===== src/inc/gtc_regs.svh =====
// Offsets, field positions and reset values of the timer control register.
// Assumes a byte-addressed register port with half-word and word accesses.
// How it works
// Divider field picks sample clock of kernel clock /1, /2, /4; 11 reserved.
// Shadow bit set: reload writes wait for update event; clear: immediate.
// Alignment 00 counts edge-aligned in the direction bit's sense.
// Alignment 01 centre-aligned; output-role compare flags only while counting down.
// Alignment 10 centre-aligned; output-role compare flags only while counting up.
// Alignment 11 centre-aligned; output-role compare flags in both phases.
// Software never moves alignment from edge to centre while counter runs.
// Direction 0 up, 1 down; read-only in centre or encoder operation.
// One-shot bit stops the counter at the next update event; code stops it at the next wrap, even with updates suppressed.
// Origin bit 0: trigger, wrap and restart all raise update request.
// Origin bit 1: only counter wrap raises update request.
// Suppress bit 0: updates happen and load shadow registers from preload.
// Suppress bit 1: no update; trigger and restart still reinitialise counter.
// Counter runs only while run bit is 1; software sets it itself.
// Register takes half-word and word accesses; resets to all zeros.
// Up wrap at reload value to zero; down wrap at zero to reload.
`ifndef GTC_REGS_SVH
`define GTC_REGS_SVH

`define GTC_CTL0_OFS   8'h00
`define GTC_CTL0_HI    8'h02
`define GTC_CTL0_RST   32'h0000_0000
`define GTC_CTL0_MASK  32'h0000_03ff

`define GTC_RUN_BIT    0
`define GTC_SUPP_BIT   1
`define GTC_ORIG_BIT   2
`define GTC_ONES_BIT   3
`define GTC_DIR_BIT    4
`define GTC_ALN_LSB    5
`define GTC_SHD_BIT    7
`define GTC_DIV_LSB    8

`define GTC_DIV_1      2'h0
`define GTC_DIV_2      2'h1
`define GTC_DIV_4      2'h2

`endif


===== src/inc/gtc_pkg.sv =====
// Types shared by the timer control block and its divider.
// Assumes gtc_regs.svh supplies the numeric constants.
package gtc_pkg;
    typedef logic [15:0] gtc_cnt_t;
    typedef enum logic [1:0] {AL_EDGE = 2'b00, AL_DOWN = 2'b01,
                              AL_UP = 2'b10, AL_BOTH = 2'b11} gtc_align_t;
    typedef enum logic {PH_UP = 1'b0, PH_DOWN = 1'b1} gtc_phase_t;
endpackage : gtc_pkg


===== src/inc/gtc_div_if.sv =====
// Carrier between the control register and the sample clock divider.
// Assumes both ends run on the same kernel clock.
`timescale 1ns/100ps
interface gtc_div_if;
    logic [1:0] code;
    logic       tick;
    modport ctl (output code, input tick);
    modport div (input code, output tick);
endinterface : gtc_div_if


===== src/hdl/gtc_top.sv =====
// Control register of a general timer counter with its 16-bit counter.
// Assumes single-cycle register strobes and one-cycle trigger pulses.
`timescale 1ns/100ps
`include "gtc_regs.svh"
module gtc_top
    import gtc_pkg::*;
(
    input  wire logic        clk,
    input  wire logic        nrst,
    input  wire logic        reg_wr,
    input  wire logic        reg_rd,
    input  wire logic        reg_hword,
    input  wire logic [7:0]  reg_addr,
    input  wire logic [31:0] reg_wdata,
    output logic      [31:0] reg_rdata_q,
    input  wire logic        car_wr,
    input  wire logic [15:0] car_wdata,
    input  wire logic        sw_update,
    input  wire logic        restart_trig,
    input  wire logic        encoder_mode,
    input  wire logic        encoder_dir,
    input  wire logic        chan_output_role,
    input  wire logic [15:0] chan_cmp_val,
    input  wire logic        chan_flag_clr,
    output logic      [15:0] count_q,
    output logic      [15:0] car_active_q,
    output logic             update_evt_q,
    output logic             update_req_q,
    output logic             reinit_q,
    output logic             channel_flag_q,
    output logic             sample_tick_q
);
    ////////////////////////////////////////////////////////////////////////////
    logic [31:0] ctl_q;
    logic [31:0] ctl_d;
    gtc_phase_t  phase_q;
    gtc_phase_t  phase_d;
    gtc_cnt_t    cnt_d;
    gtc_cnt_t    car_d;
    gtc_cnt_t    pre_q;
    gtc_cnt_t    pre_d;
    logic [31:0] rdata_d;
    logic        upd_d;
    logic        req_d;
    logic        reinit_d;
    logic        flag_d;
    logic        wrap;
    logic        match;
    logic        acc_ok;
    logic        wr_lo;
    gtc_align_t  align;
    logic        center;
    logic        run;

    gtc_div_if div_ch ();

    gtc_div u_div
    (
        .clk  (clk),
        .nrst (nrst),
        .dv   (div_ch.div)
    );

    assign div_ch.code   = ctl_q[`GTC_DIV_LSB +: 2];
    assign sample_tick_q = div_ch.tick;

    assign align  = gtc_align_t'(ctl_q[`GTC_ALN_LSB +: 2]);
    assign center = (align != AL_EDGE);
    assign run    = ctl_q[`GTC_RUN_BIT];
    // Upper half is reserved: half-word access there reads zero, writes drop
    assign acc_ok = (reg_addr == `GTC_CTL0_OFS) || (reg_hword && reg_addr == `GTC_CTL0_HI);
    assign wr_lo  = reg_wr && (reg_addr == `GTC_CTL0_OFS);

    ////////////////////////////////////////////////////////////////////////////
    always_comb
    begin
        ctl_d    = ctl_q;
        phase_d  = phase_q;
        cnt_d    = count_q;
        car_d    = car_active_q;
        pre_d    = pre_q;
        upd_d    = 1'b0;
        req_d    = 1'b0;
        reinit_d = 1'b0;
        wrap     = 1'b0;
        rdata_d  = 32'h0000_0000;
        if (reg_rd && reg_addr == `GTC_CTL0_OFS)
        begin
            rdata_d = ctl_q;
            rdata_d[`GTC_DIR_BIT] = phase_q;
        end
        if (wr_lo)
        begin
            ctl_d = reg_wdata & `GTC_CTL0_MASK;
            ctl_d[`GTC_DIR_BIT] = 1'b0;
            if (!center && !encoder_mode)
                phase_d = gtc_phase_t'(reg_wdata[`GTC_DIR_BIT]);
        end
        if (car_wr)
        begin
            pre_d = car_wdata;
            if (!ctl_q[`GTC_SHD_BIT])
                car_d = car_wdata;
        end
        if (encoder_mode && !center)
            phase_d = gtc_phase_t'(encoder_dir);
        if (sw_update || restart_trig)
        begin
            // Reinit happens even with updates suppressed
            reinit_d = 1'b1;
            cnt_d = (!center && phase_q == PH_DOWN) ? car_active_q : 16'h0000;
            if (center)
                phase_d = PH_UP;
            if (!ctl_q[`GTC_SUPP_BIT])
            begin
                upd_d = 1'b1;
                req_d = !ctl_q[`GTC_ORIG_BIT];
            end
        end
        else if (run)
        begin
            case (phase_q)
                PH_UP:
                begin
                    if (count_q >= car_active_q)
                    begin
                        wrap = 1'b1;
                        if (center)
                        begin
                            cnt_d   = count_q - 16'h0001;
                            phase_d = PH_DOWN;
                        end
                        else
                            cnt_d = 16'h0000;
                    end
                    else
                        cnt_d = count_q + 16'h0001;
                end
                PH_DOWN:
                begin
                    if (count_q == 16'h0000)
                    begin
                        wrap = 1'b1;
                        if (center)
                        begin
                            cnt_d   = 16'h0001;
                            phase_d = PH_UP;
                        end
                        else
                            cnt_d = car_active_q;
                    end
                    else
                        cnt_d = count_q - 16'h0001;
                end
                default: cnt_d = count_q;
            endcase
            if (wrap && !ctl_q[`GTC_SUPP_BIT])
            begin
                upd_d = 1'b1;
                req_d = 1'b1;
            end
            if (wrap && ctl_q[`GTC_ONES_BIT])
                ctl_d[`GTC_RUN_BIT] = 1'b0;
        end
        if (upd_d)
            car_d = pre_d;
    end

    ////////////////////////////////////////////////////////////////////////////
    always_comb
    begin
        case (align)
            AL_DOWN: match = (phase_q == PH_DOWN);
            AL_UP:   match = (phase_q == PH_UP);
            default: match = 1'b1;
        endcase
        match  = match && run && chan_output_role && (count_q == chan_cmp_val);
        // Set beats a clear arriving in the same cycle
        flag_d = (channel_flag_q && !chan_flag_clr) || match;
    end

    always_ff @(posedge clk or negedge nrst)
    begin
        if (!nrst)
        begin
            ctl_q          <= `GTC_CTL0_RST;
            phase_q        <= PH_UP;
            count_q        <= 16'h0000;
            car_active_q   <= 16'h0000;
            pre_q          <= 16'h0000;
            reg_rdata_q    <= 32'h0000_0000;
            update_evt_q   <= 1'b0;
            update_req_q   <= 1'b0;
            reinit_q       <= 1'b0;
            channel_flag_q <= 1'b0;
        end
        else
        begin
            ctl_q          <= ctl_d;
            phase_q        <= phase_d;
            count_q        <= cnt_d;
            car_active_q   <= car_d;
            pre_q          <= pre_d;
            reg_rdata_q    <= acc_ok ? rdata_d : 32'h0000_0000;
            update_evt_q   <= upd_d;
            update_req_q   <= req_d;
            reinit_q       <= reinit_d;
            channel_flag_q <= flag_d;
        end
    end
endmodule : gtc_top


===== src/hdl/gtc_div.sv =====
// Sample clock divider: one-cycle tick at kernel rate /1, /2 or /4.
// Assumes code comes from the control register in the same clock domain.
`timescale 1ns/100ps
`include "gtc_regs.svh"
module gtc_div
    import gtc_pkg::*;
(
    input  wire logic clk,
    input  wire logic nrst,
    gtc_div_if.div    dv
);
    logic [1:0] cnt_q;
    logic [1:0] cnt_d;
    logic       tick_q;
    logic       tick_d;

    always_comb
    begin
        cnt_d = cnt_q + 2'h1;
        case (dv.code)
            `GTC_DIV_1: tick_d = 1'b1;
            `GTC_DIV_2: tick_d = cnt_q[0];
            `GTC_DIV_4: tick_d = (cnt_q == 2'h3);
            // Reserved code runs at full rate rather than stall filters
            default:    tick_d = 1'b1;
        endcase
    end

    always_ff @(posedge clk or negedge nrst)
    begin
        if (!nrst)
        begin
            cnt_q  <= 2'h0;
            tick_q <= 1'b0;
        end
        else
        begin
            cnt_q  <= cnt_d;
            tick_q <= tick_d;
        end
    end

    assign dv.tick = tick_q;
endmodule : gtc_div


===== config.mk =====
export PLATFORM = sky130hd
export DESIGN_NAME = gtc_top
export DESIGN_NICKNAME = d
export VERILOG_FILES = /design/src/inc/gtc_pkg.sv /design/src/inc/gtc_div_if.sv /design/src/hdl/gtc_top.sv /design/src/hdl/gtc_div.sv
export VERILOG_INCLUDE_DIRS = /design/src /design/src/inc
export SDC_FILE = /design/constraint.sdc
export NUM_CORES = 1
export LEC_CHECK = 0
export ABC_AREA = 1
export BUFFER_PORTS_ARGS = -buffer_cell sky130_fd_sc_hd__buf_2
export CAP_MARGIN = 20
export CORE_UTILIZATION = 58
export CTS_CLUSTER_SIZE = 40
export DETAILED_ROUTE_END_ITERATION = 8
export MAX_ROUTING_LAYER = met4
export PLACE_DENSITY = 0.87
export SETUP_SLACK_MARGIN = 0.02
export SYNTH_ARGS = -nofsm -noshare
export SYNTH_HDL_FRONTEND = slang
export SYNTH_HIERARCHICAL = 1
export SYNTH_SLANG_ARGS = --single-unit

===== constraint.sdc =====
create_clock -name clk -period 5.05 [get_ports clk]
set_input_delay 0.2525 -clock clk [delete_from_list [all_inputs] [get_ports clk]]
set_output_delay 0.2525 -clock clk [all_outputs]
set_load 0.03 [all_outputs]

==> results.md <==
- The run finished with clean final reports.
- By area the synthesized netlist is led by sky130_fd_sc_hd__dfrtp_1 33%, sky130_fd_sc_hd__nand2_1 16%, sky130_fd_sc_hd__inv_1 6.3%.
- The highest net fanout along the worst path is 34.
- The internal power of the cells totals between 1000 and 1500 uW.
- The number of standard cells in the layout, taps in and fillers out is approximately 1100.
- Entering global routing, the biggest net connects 76 pins.
- Hold repair after CTS inserted 0 buffers.
- The antenna diode count is 0.
- Dividing the final minimum period by the clock period gives 0.5847.
- For the pin with the worst max-slew slack, the measured transition is 917.2 ps.
- Counting flops and latches in the post-synthesis netlist gives 75.
- From synthesis to final layout, the design area changed by 11.55%.
- The leading register cell type out of synthesis is sky130_fd_sc_hd__dfrtp_1.
- The number of instances in the synthesized netlist is 836.
- Once the clock tree was built, the setup fixing pass inserted 0 buffers.
- The worst setup path is launched from a flop.
- Across every metal layer, demand over resource in global routing totals 0.3168.
- The via count of the first global-routing pass is about 5300.
- The netlist area before placement is around 5800 um^2.
- The worst-case IR drop observed on VDD is between 0.2 and 0.3 mV.
- After detailed routing, the total wire length is between 10000 and 15000 um.
- The post-cts sizing count is 0.
- The highest achievable clock rate is ~340 MHz.
- The initial cell density of the core is 0.6108.
- The count of clock tree sinks is 75.
- The worst setup path is captured at a flop.
- On the worst path, the slowest cell contributes a delay of 520 ps.
- The synthesized netlist contains 40 unique library cells.
- For the worst setup path, the data required time is 5300 ps.
- The path class of the tightest hold or removal check is input pin to async pin.
- Together, buffers and inverters on the worst path number 1.
- Setup repair after global routing left no endpoint under its margin.
- The register share of total power is 0.344.
- The iteration count of the initial detailed-routing pass is 6.
- The per-instance average area after synthesis is 6.879 um^2.
- The full die area is 10320 um^2.
- The first routing iteration left just under 400 violations.
- The share of total power dissipated in combinational logic is 0.447.
- The portion of synthesized cell area occupied by the leading cell type is 0.3264.
- Power spread over the standard cell area amounts to 382.1 nW/um^2.
- Traced cell by cell, the critical path runs through inv_1, ha_1, nand2_1, nor2_1, nor2_1, nand2_1, nand2_1, nand2_1, nand2_1, nand3_2, nand3_4, nand2_4, nand2_1, nand2_1, nand2_1.
- Counting flops with an async set or reset pin after synthesis yields a share of 1.000.
- The post-detailed-route DRC marker count is 0.
- The buffer depth of the longest clock path is 2.
- The data arrival time at the worst-slack endpoint is 3200 ps.
- The switching portion of total power is 0.4724.
- Using the TritonRoute via totals, the vias-per-cell ratio works out to 5.356.
- The initial antenna violation count was 0.
- The kind of cell with the highest combined delay along the critical path is simple AND/OR/NAND/NOR gates.
- In the final layout, the share of cells above drive strength 1 is 0.1926.
- In this run the standard cell core region covers between 9000 and 10000 um^2.
- Summed over all layers, the global routing overflow is 0.
- The number of hold violations in the final report is 0.
- The H-tree depth is 3.
- The static leakage is 0.003594 uW.
- TritonCTS built the clock tree.
- The height of the chip is just over 100 um.
- TritonCTS created 9 clock buffers.
- The class of the most critical setup path is flop to flop.
- The biggest area consumer among synthesized cells is sky130_fd_sc_hd__dfrtp_1.
- The routed layout has 5640 vias.
- Among all stages on the critical path, the largest delay is contributed by sky130_fd_sc_hd__dfrtp_1.
- The die is just over 100 um wide.
- The count of pins on the block boundary is 153.
- The remaining antenna violation count after routing is 0.
- Summed over all failing endpoints, the final setup total negative slack is 0 ps.
- In the final routed layout, each cell accounts on average for 14.04 um.
- Among the stages of the critical path, the cell type that occurs most often is sky130_fd_sc_hd__nand2_1.
- Routability-driven placement finished with a final weighted congestion of 1.027.
- Setup violations remaining at the end of the flow were counted as 0.
- The Yosys step of the flow raised 6 warnings.
- The final worst clock skew is approximately 14 ps.
- The time the worst path needs with I/O delays and setup is 2953 ps.
- The insertion delay to the later sink of the worst-skew pair is 360 ps.
- The number of buffer cells added on primary ports is 107.
- The power spent charging and discharging nets is 1158 uW.
- The number of instances in the placed design is just over 1000.
- The count of final max-slew check failures is 0.
- The number of maximum-capacitance constraint violations is 0.
- The tree is rooted in a sky130_fd_sc_hd__clkbuf_8.
- The initialized floorplan defines 35 standard-cell rows.
- The global-route wire length before repair is 24650 um.
- The sequential cell area fraction in the yosys report is 0.3264.
- The count of flip-flops with a built-in enable after synthesis is 0.
- The tightest slew margin relative to the limit is 0.3886.
- The estimated wirelength of the detail-placed design is 10470 um.
- The share of total power dissipated in the clock network is 0.209.
- After clock tree synthesis, the clock-pin slew on the worst setup and hold paths is around 100 ps.
- The net total in the final layout is a little over 1000.
-- worst register-to-register path: stages (launching register included) --
cell	delay, ps
sky130_fd_sc_hd__dfrtp_1	520
sky130_fd_sc_hd__inv_1	160
sky130_fd_sc_hd__ha_1	320
sky130_fd_sc_hd__nand2_1	70
sky130_fd_sc_hd__nor2_1	90
sky130_fd_sc_hd__nor2_1	50
sky130_fd_sc_hd__nand2_1	70
sky130_fd_sc_hd__nand2_1	50
sky130_fd_sc_hd__nand2_1	90
sky130_fd_sc_hd__nand2_1	320
sky130_fd_sc_hd__nand3_2	250
sky130_fd_sc_hd__nand3_4	340
sky130_fd_sc_hd__nand2_4	320
sky130_fd_sc_hd__nand2_1	90
sky130_fd_sc_hd__nand2_1	70
sky130_fd_sc_hd__nand2_1	40
-- Yosys cell counts, types with 2 or more instances --
master,count
sky130_fd_sc_hd__nand2_1,251
sky130_fd_sc_hd__inv_1,97
sky130_fd_sc_hd__dfrtp_1,75
sky130_fd_sc_hd__nor2_1,68
sky130_fd_sc_hd__nand3_1,57
sky130_fd_sc_hd__o21ai_0,54
sky130_fd_sc_hd__nand4_1,26
sky130_fd_sc_hd__xor2_1,25
sky130_fd_sc_hd__buf_4,24
sky130_fd_sc_hd__ha_1,24
sky130_fd_sc_hd__or2_2,19
sky130_fd_sc_hd__a21oi_1,18
sky130_fd_sc_hd__clkbuf_1,16
sky130_fd_sc_hd__buf_2,11
sky130_fd_sc_hd__nor2_2,7
sky130_fd_sc_hd__buf_6,6
sky130_fd_sc_hd__nor2_4,5
sky130_fd_sc_hd__nor3_1,5
sky130_fd_sc_hd__inv_2,4
sky130_fd_sc_hd__nand2_2,4
sky130_fd_sc_hd__o21ai_1,4
sky130_fd_sc_hd__xnor2_1,4
sky130_fd_sc_hd__nand3_2,3
sky130_fd_sc_hd__nor3_2,3
sky130_fd_sc_hd__o21bai_1,3
sky130_fd_sc_hd__o22ai_1,3
sky130_fd_sc_hd__a221oi_1,2
sky130_fd_sc_hd__buf_1,2
sky130_fd_sc_hd__nand2_4,2
sky130_fd_sc_hd__nand3_4,2
sky130_fd_sc_hd__o211ai_1,2
sky130_fd_sc_hd__o21a_1,2
-- logic make-up (layout without fill, tap and decap cells) --
kind of cell,Yosys count,in the layout,synth area share
and+or+nand+nor,454,454,0.3579
buffers and inverters,161,228,0.1312
AOI/OAI and AO/OA,92,92,0.08747
DFF,75,75,0.3264
xor gates and xnor gates,29,29,0.04417
adders and majority gates,24,24,0.05222
other,1,22,0.0006521
-- sequential cells by signal, summed over array words and instances (netlist names) --
register / flops
ctl_q: 9
update_req_q: 1
car_active_q: 16
count_q: 16
phase_q: 1
channel_flag_q: 1
update_evt_q: 1
pre_q: 16
u_div/dv.tick: 1
reg_rdata_q: 10
reinit_q: 1
u_div/cnt_q: 2
-- path summary, 6_finish.rpt --
check / from / endpoint / slack, ps / cells past startpoint
worst min-delay path: nrst / ctl_q[8] / 20 / 1
worst min register to register: u_div/cnt_q[0] / u_div/cnt_q[0] / 470 / 1
worst max register to register: count_q[0] / car_active_q[13] / 2100 / 15
min in group clk: chan_flag_clr / channel_flag_q / 60 / 2
worst max-delay path: count_q[0] / car_active_q[13] / 2100 / 15
max in group asynchronous: nrst / count_q[12] / 4430 / 1
-- layout make-up --
cell class / instances / area, um^2
clock buffer: 9 / 123.9
clock inverter: 7 / 90.09
fill: 805 / 3000
inverter: 102 / 384.1
multi-input combinational: 621 / 3198
sequential: 75 / 1877
tap: 129 / 161.4
timing repair buffer: 110 / 580.6
-- power groups by stage --
stage | Sequential [uW] | Combinational, uW | Clock [uW]
2_1_floorplan | 962 | 677 | 0
3_3_place_gp | 846 | 1050 | 0
3_5_place_dp | 848 | 1070 | 0
4_1_cts | 836 | 1080 | 520
5_1_grt | 858 | 1220 | 539
6_report | 843 | 1100 | 511
-- layout by cell type, fill, tap and decap left out, types with 4 or more instances in the layout --
| master | instances |
|---|---|
| sky130_fd_sc_hd__o21ai_0 | 54 |
| sky130_fd_sc_hd__nand4_1 | 26 |
| sky130_fd_sc_hd__nor3_1 | 5 |
| sky130_fd_sc_hd__nor2_1 | 68 |
| sky130_fd_sc_hd__inv_1 | 97 |
| sky130_fd_sc_hd__nor2_4 | 5 |
| sky130_fd_sc_hd__or2_2 | 19 |
| sky130_fd_sc_hd__dfrtp_1 | 75 |
| sky130_fd_sc_hd__o21ai_1 | 4 |
| sky130_fd_sc_hd__conb_1 | 22 |
| sky130_fd_sc_hd__nand2_2 | 4 |
| sky130_fd_sc_hd__a21oi_1 | 18 |
| sky130_fd_sc_hd__ha_1 | 24 |
| sky130_fd_sc_hd__inv_2 | 4 |
| sky130_fd_sc_hd__buf_2 | 106 |
| sky130_fd_sc_hd__nor2_2 | 7 |
| sky130_fd_sc_hd__xor2_1 | 25 |
| sky130_fd_sc_hd__xnor2_1 | 4 |
| sky130_fd_sc_hd__clkbuf_8 | 9 |
| sky130_fd_sc_hd__nand3_1 | 57 |
| sky130_fd_sc_hd__nand2_1 | 251 |
-- stage by stage --
stage          setup WS [ps]  total power [uW]  instance area (um^2)  utilization  hold slack, ps
2_1_floorplan           2912              1639                  5829            -          -43.09
3_3_place_gp            2261              1891                  6173       0.6557           446.2
3_5_place_dp            2234              1917                  6173       0.6557           449.4
4_1_cts                 2149              2438                  6387       0.6784           56.52
5_1_grt                 1901              2613                  6415       0.6813           64.06
6_report                2097              2451                  6415       0.6813           15.96
-- routing by layer --
metal  track usage  part of all wire  up-vias
li1              -                 -     2769
met1        0.4070              0.42     2506
met2        0.4865              0.46      314
met3       0.04900             0.091       51
met4        0.1583             0.035        0
met5             -                 0        -
(Power assumes the default switching activity.)
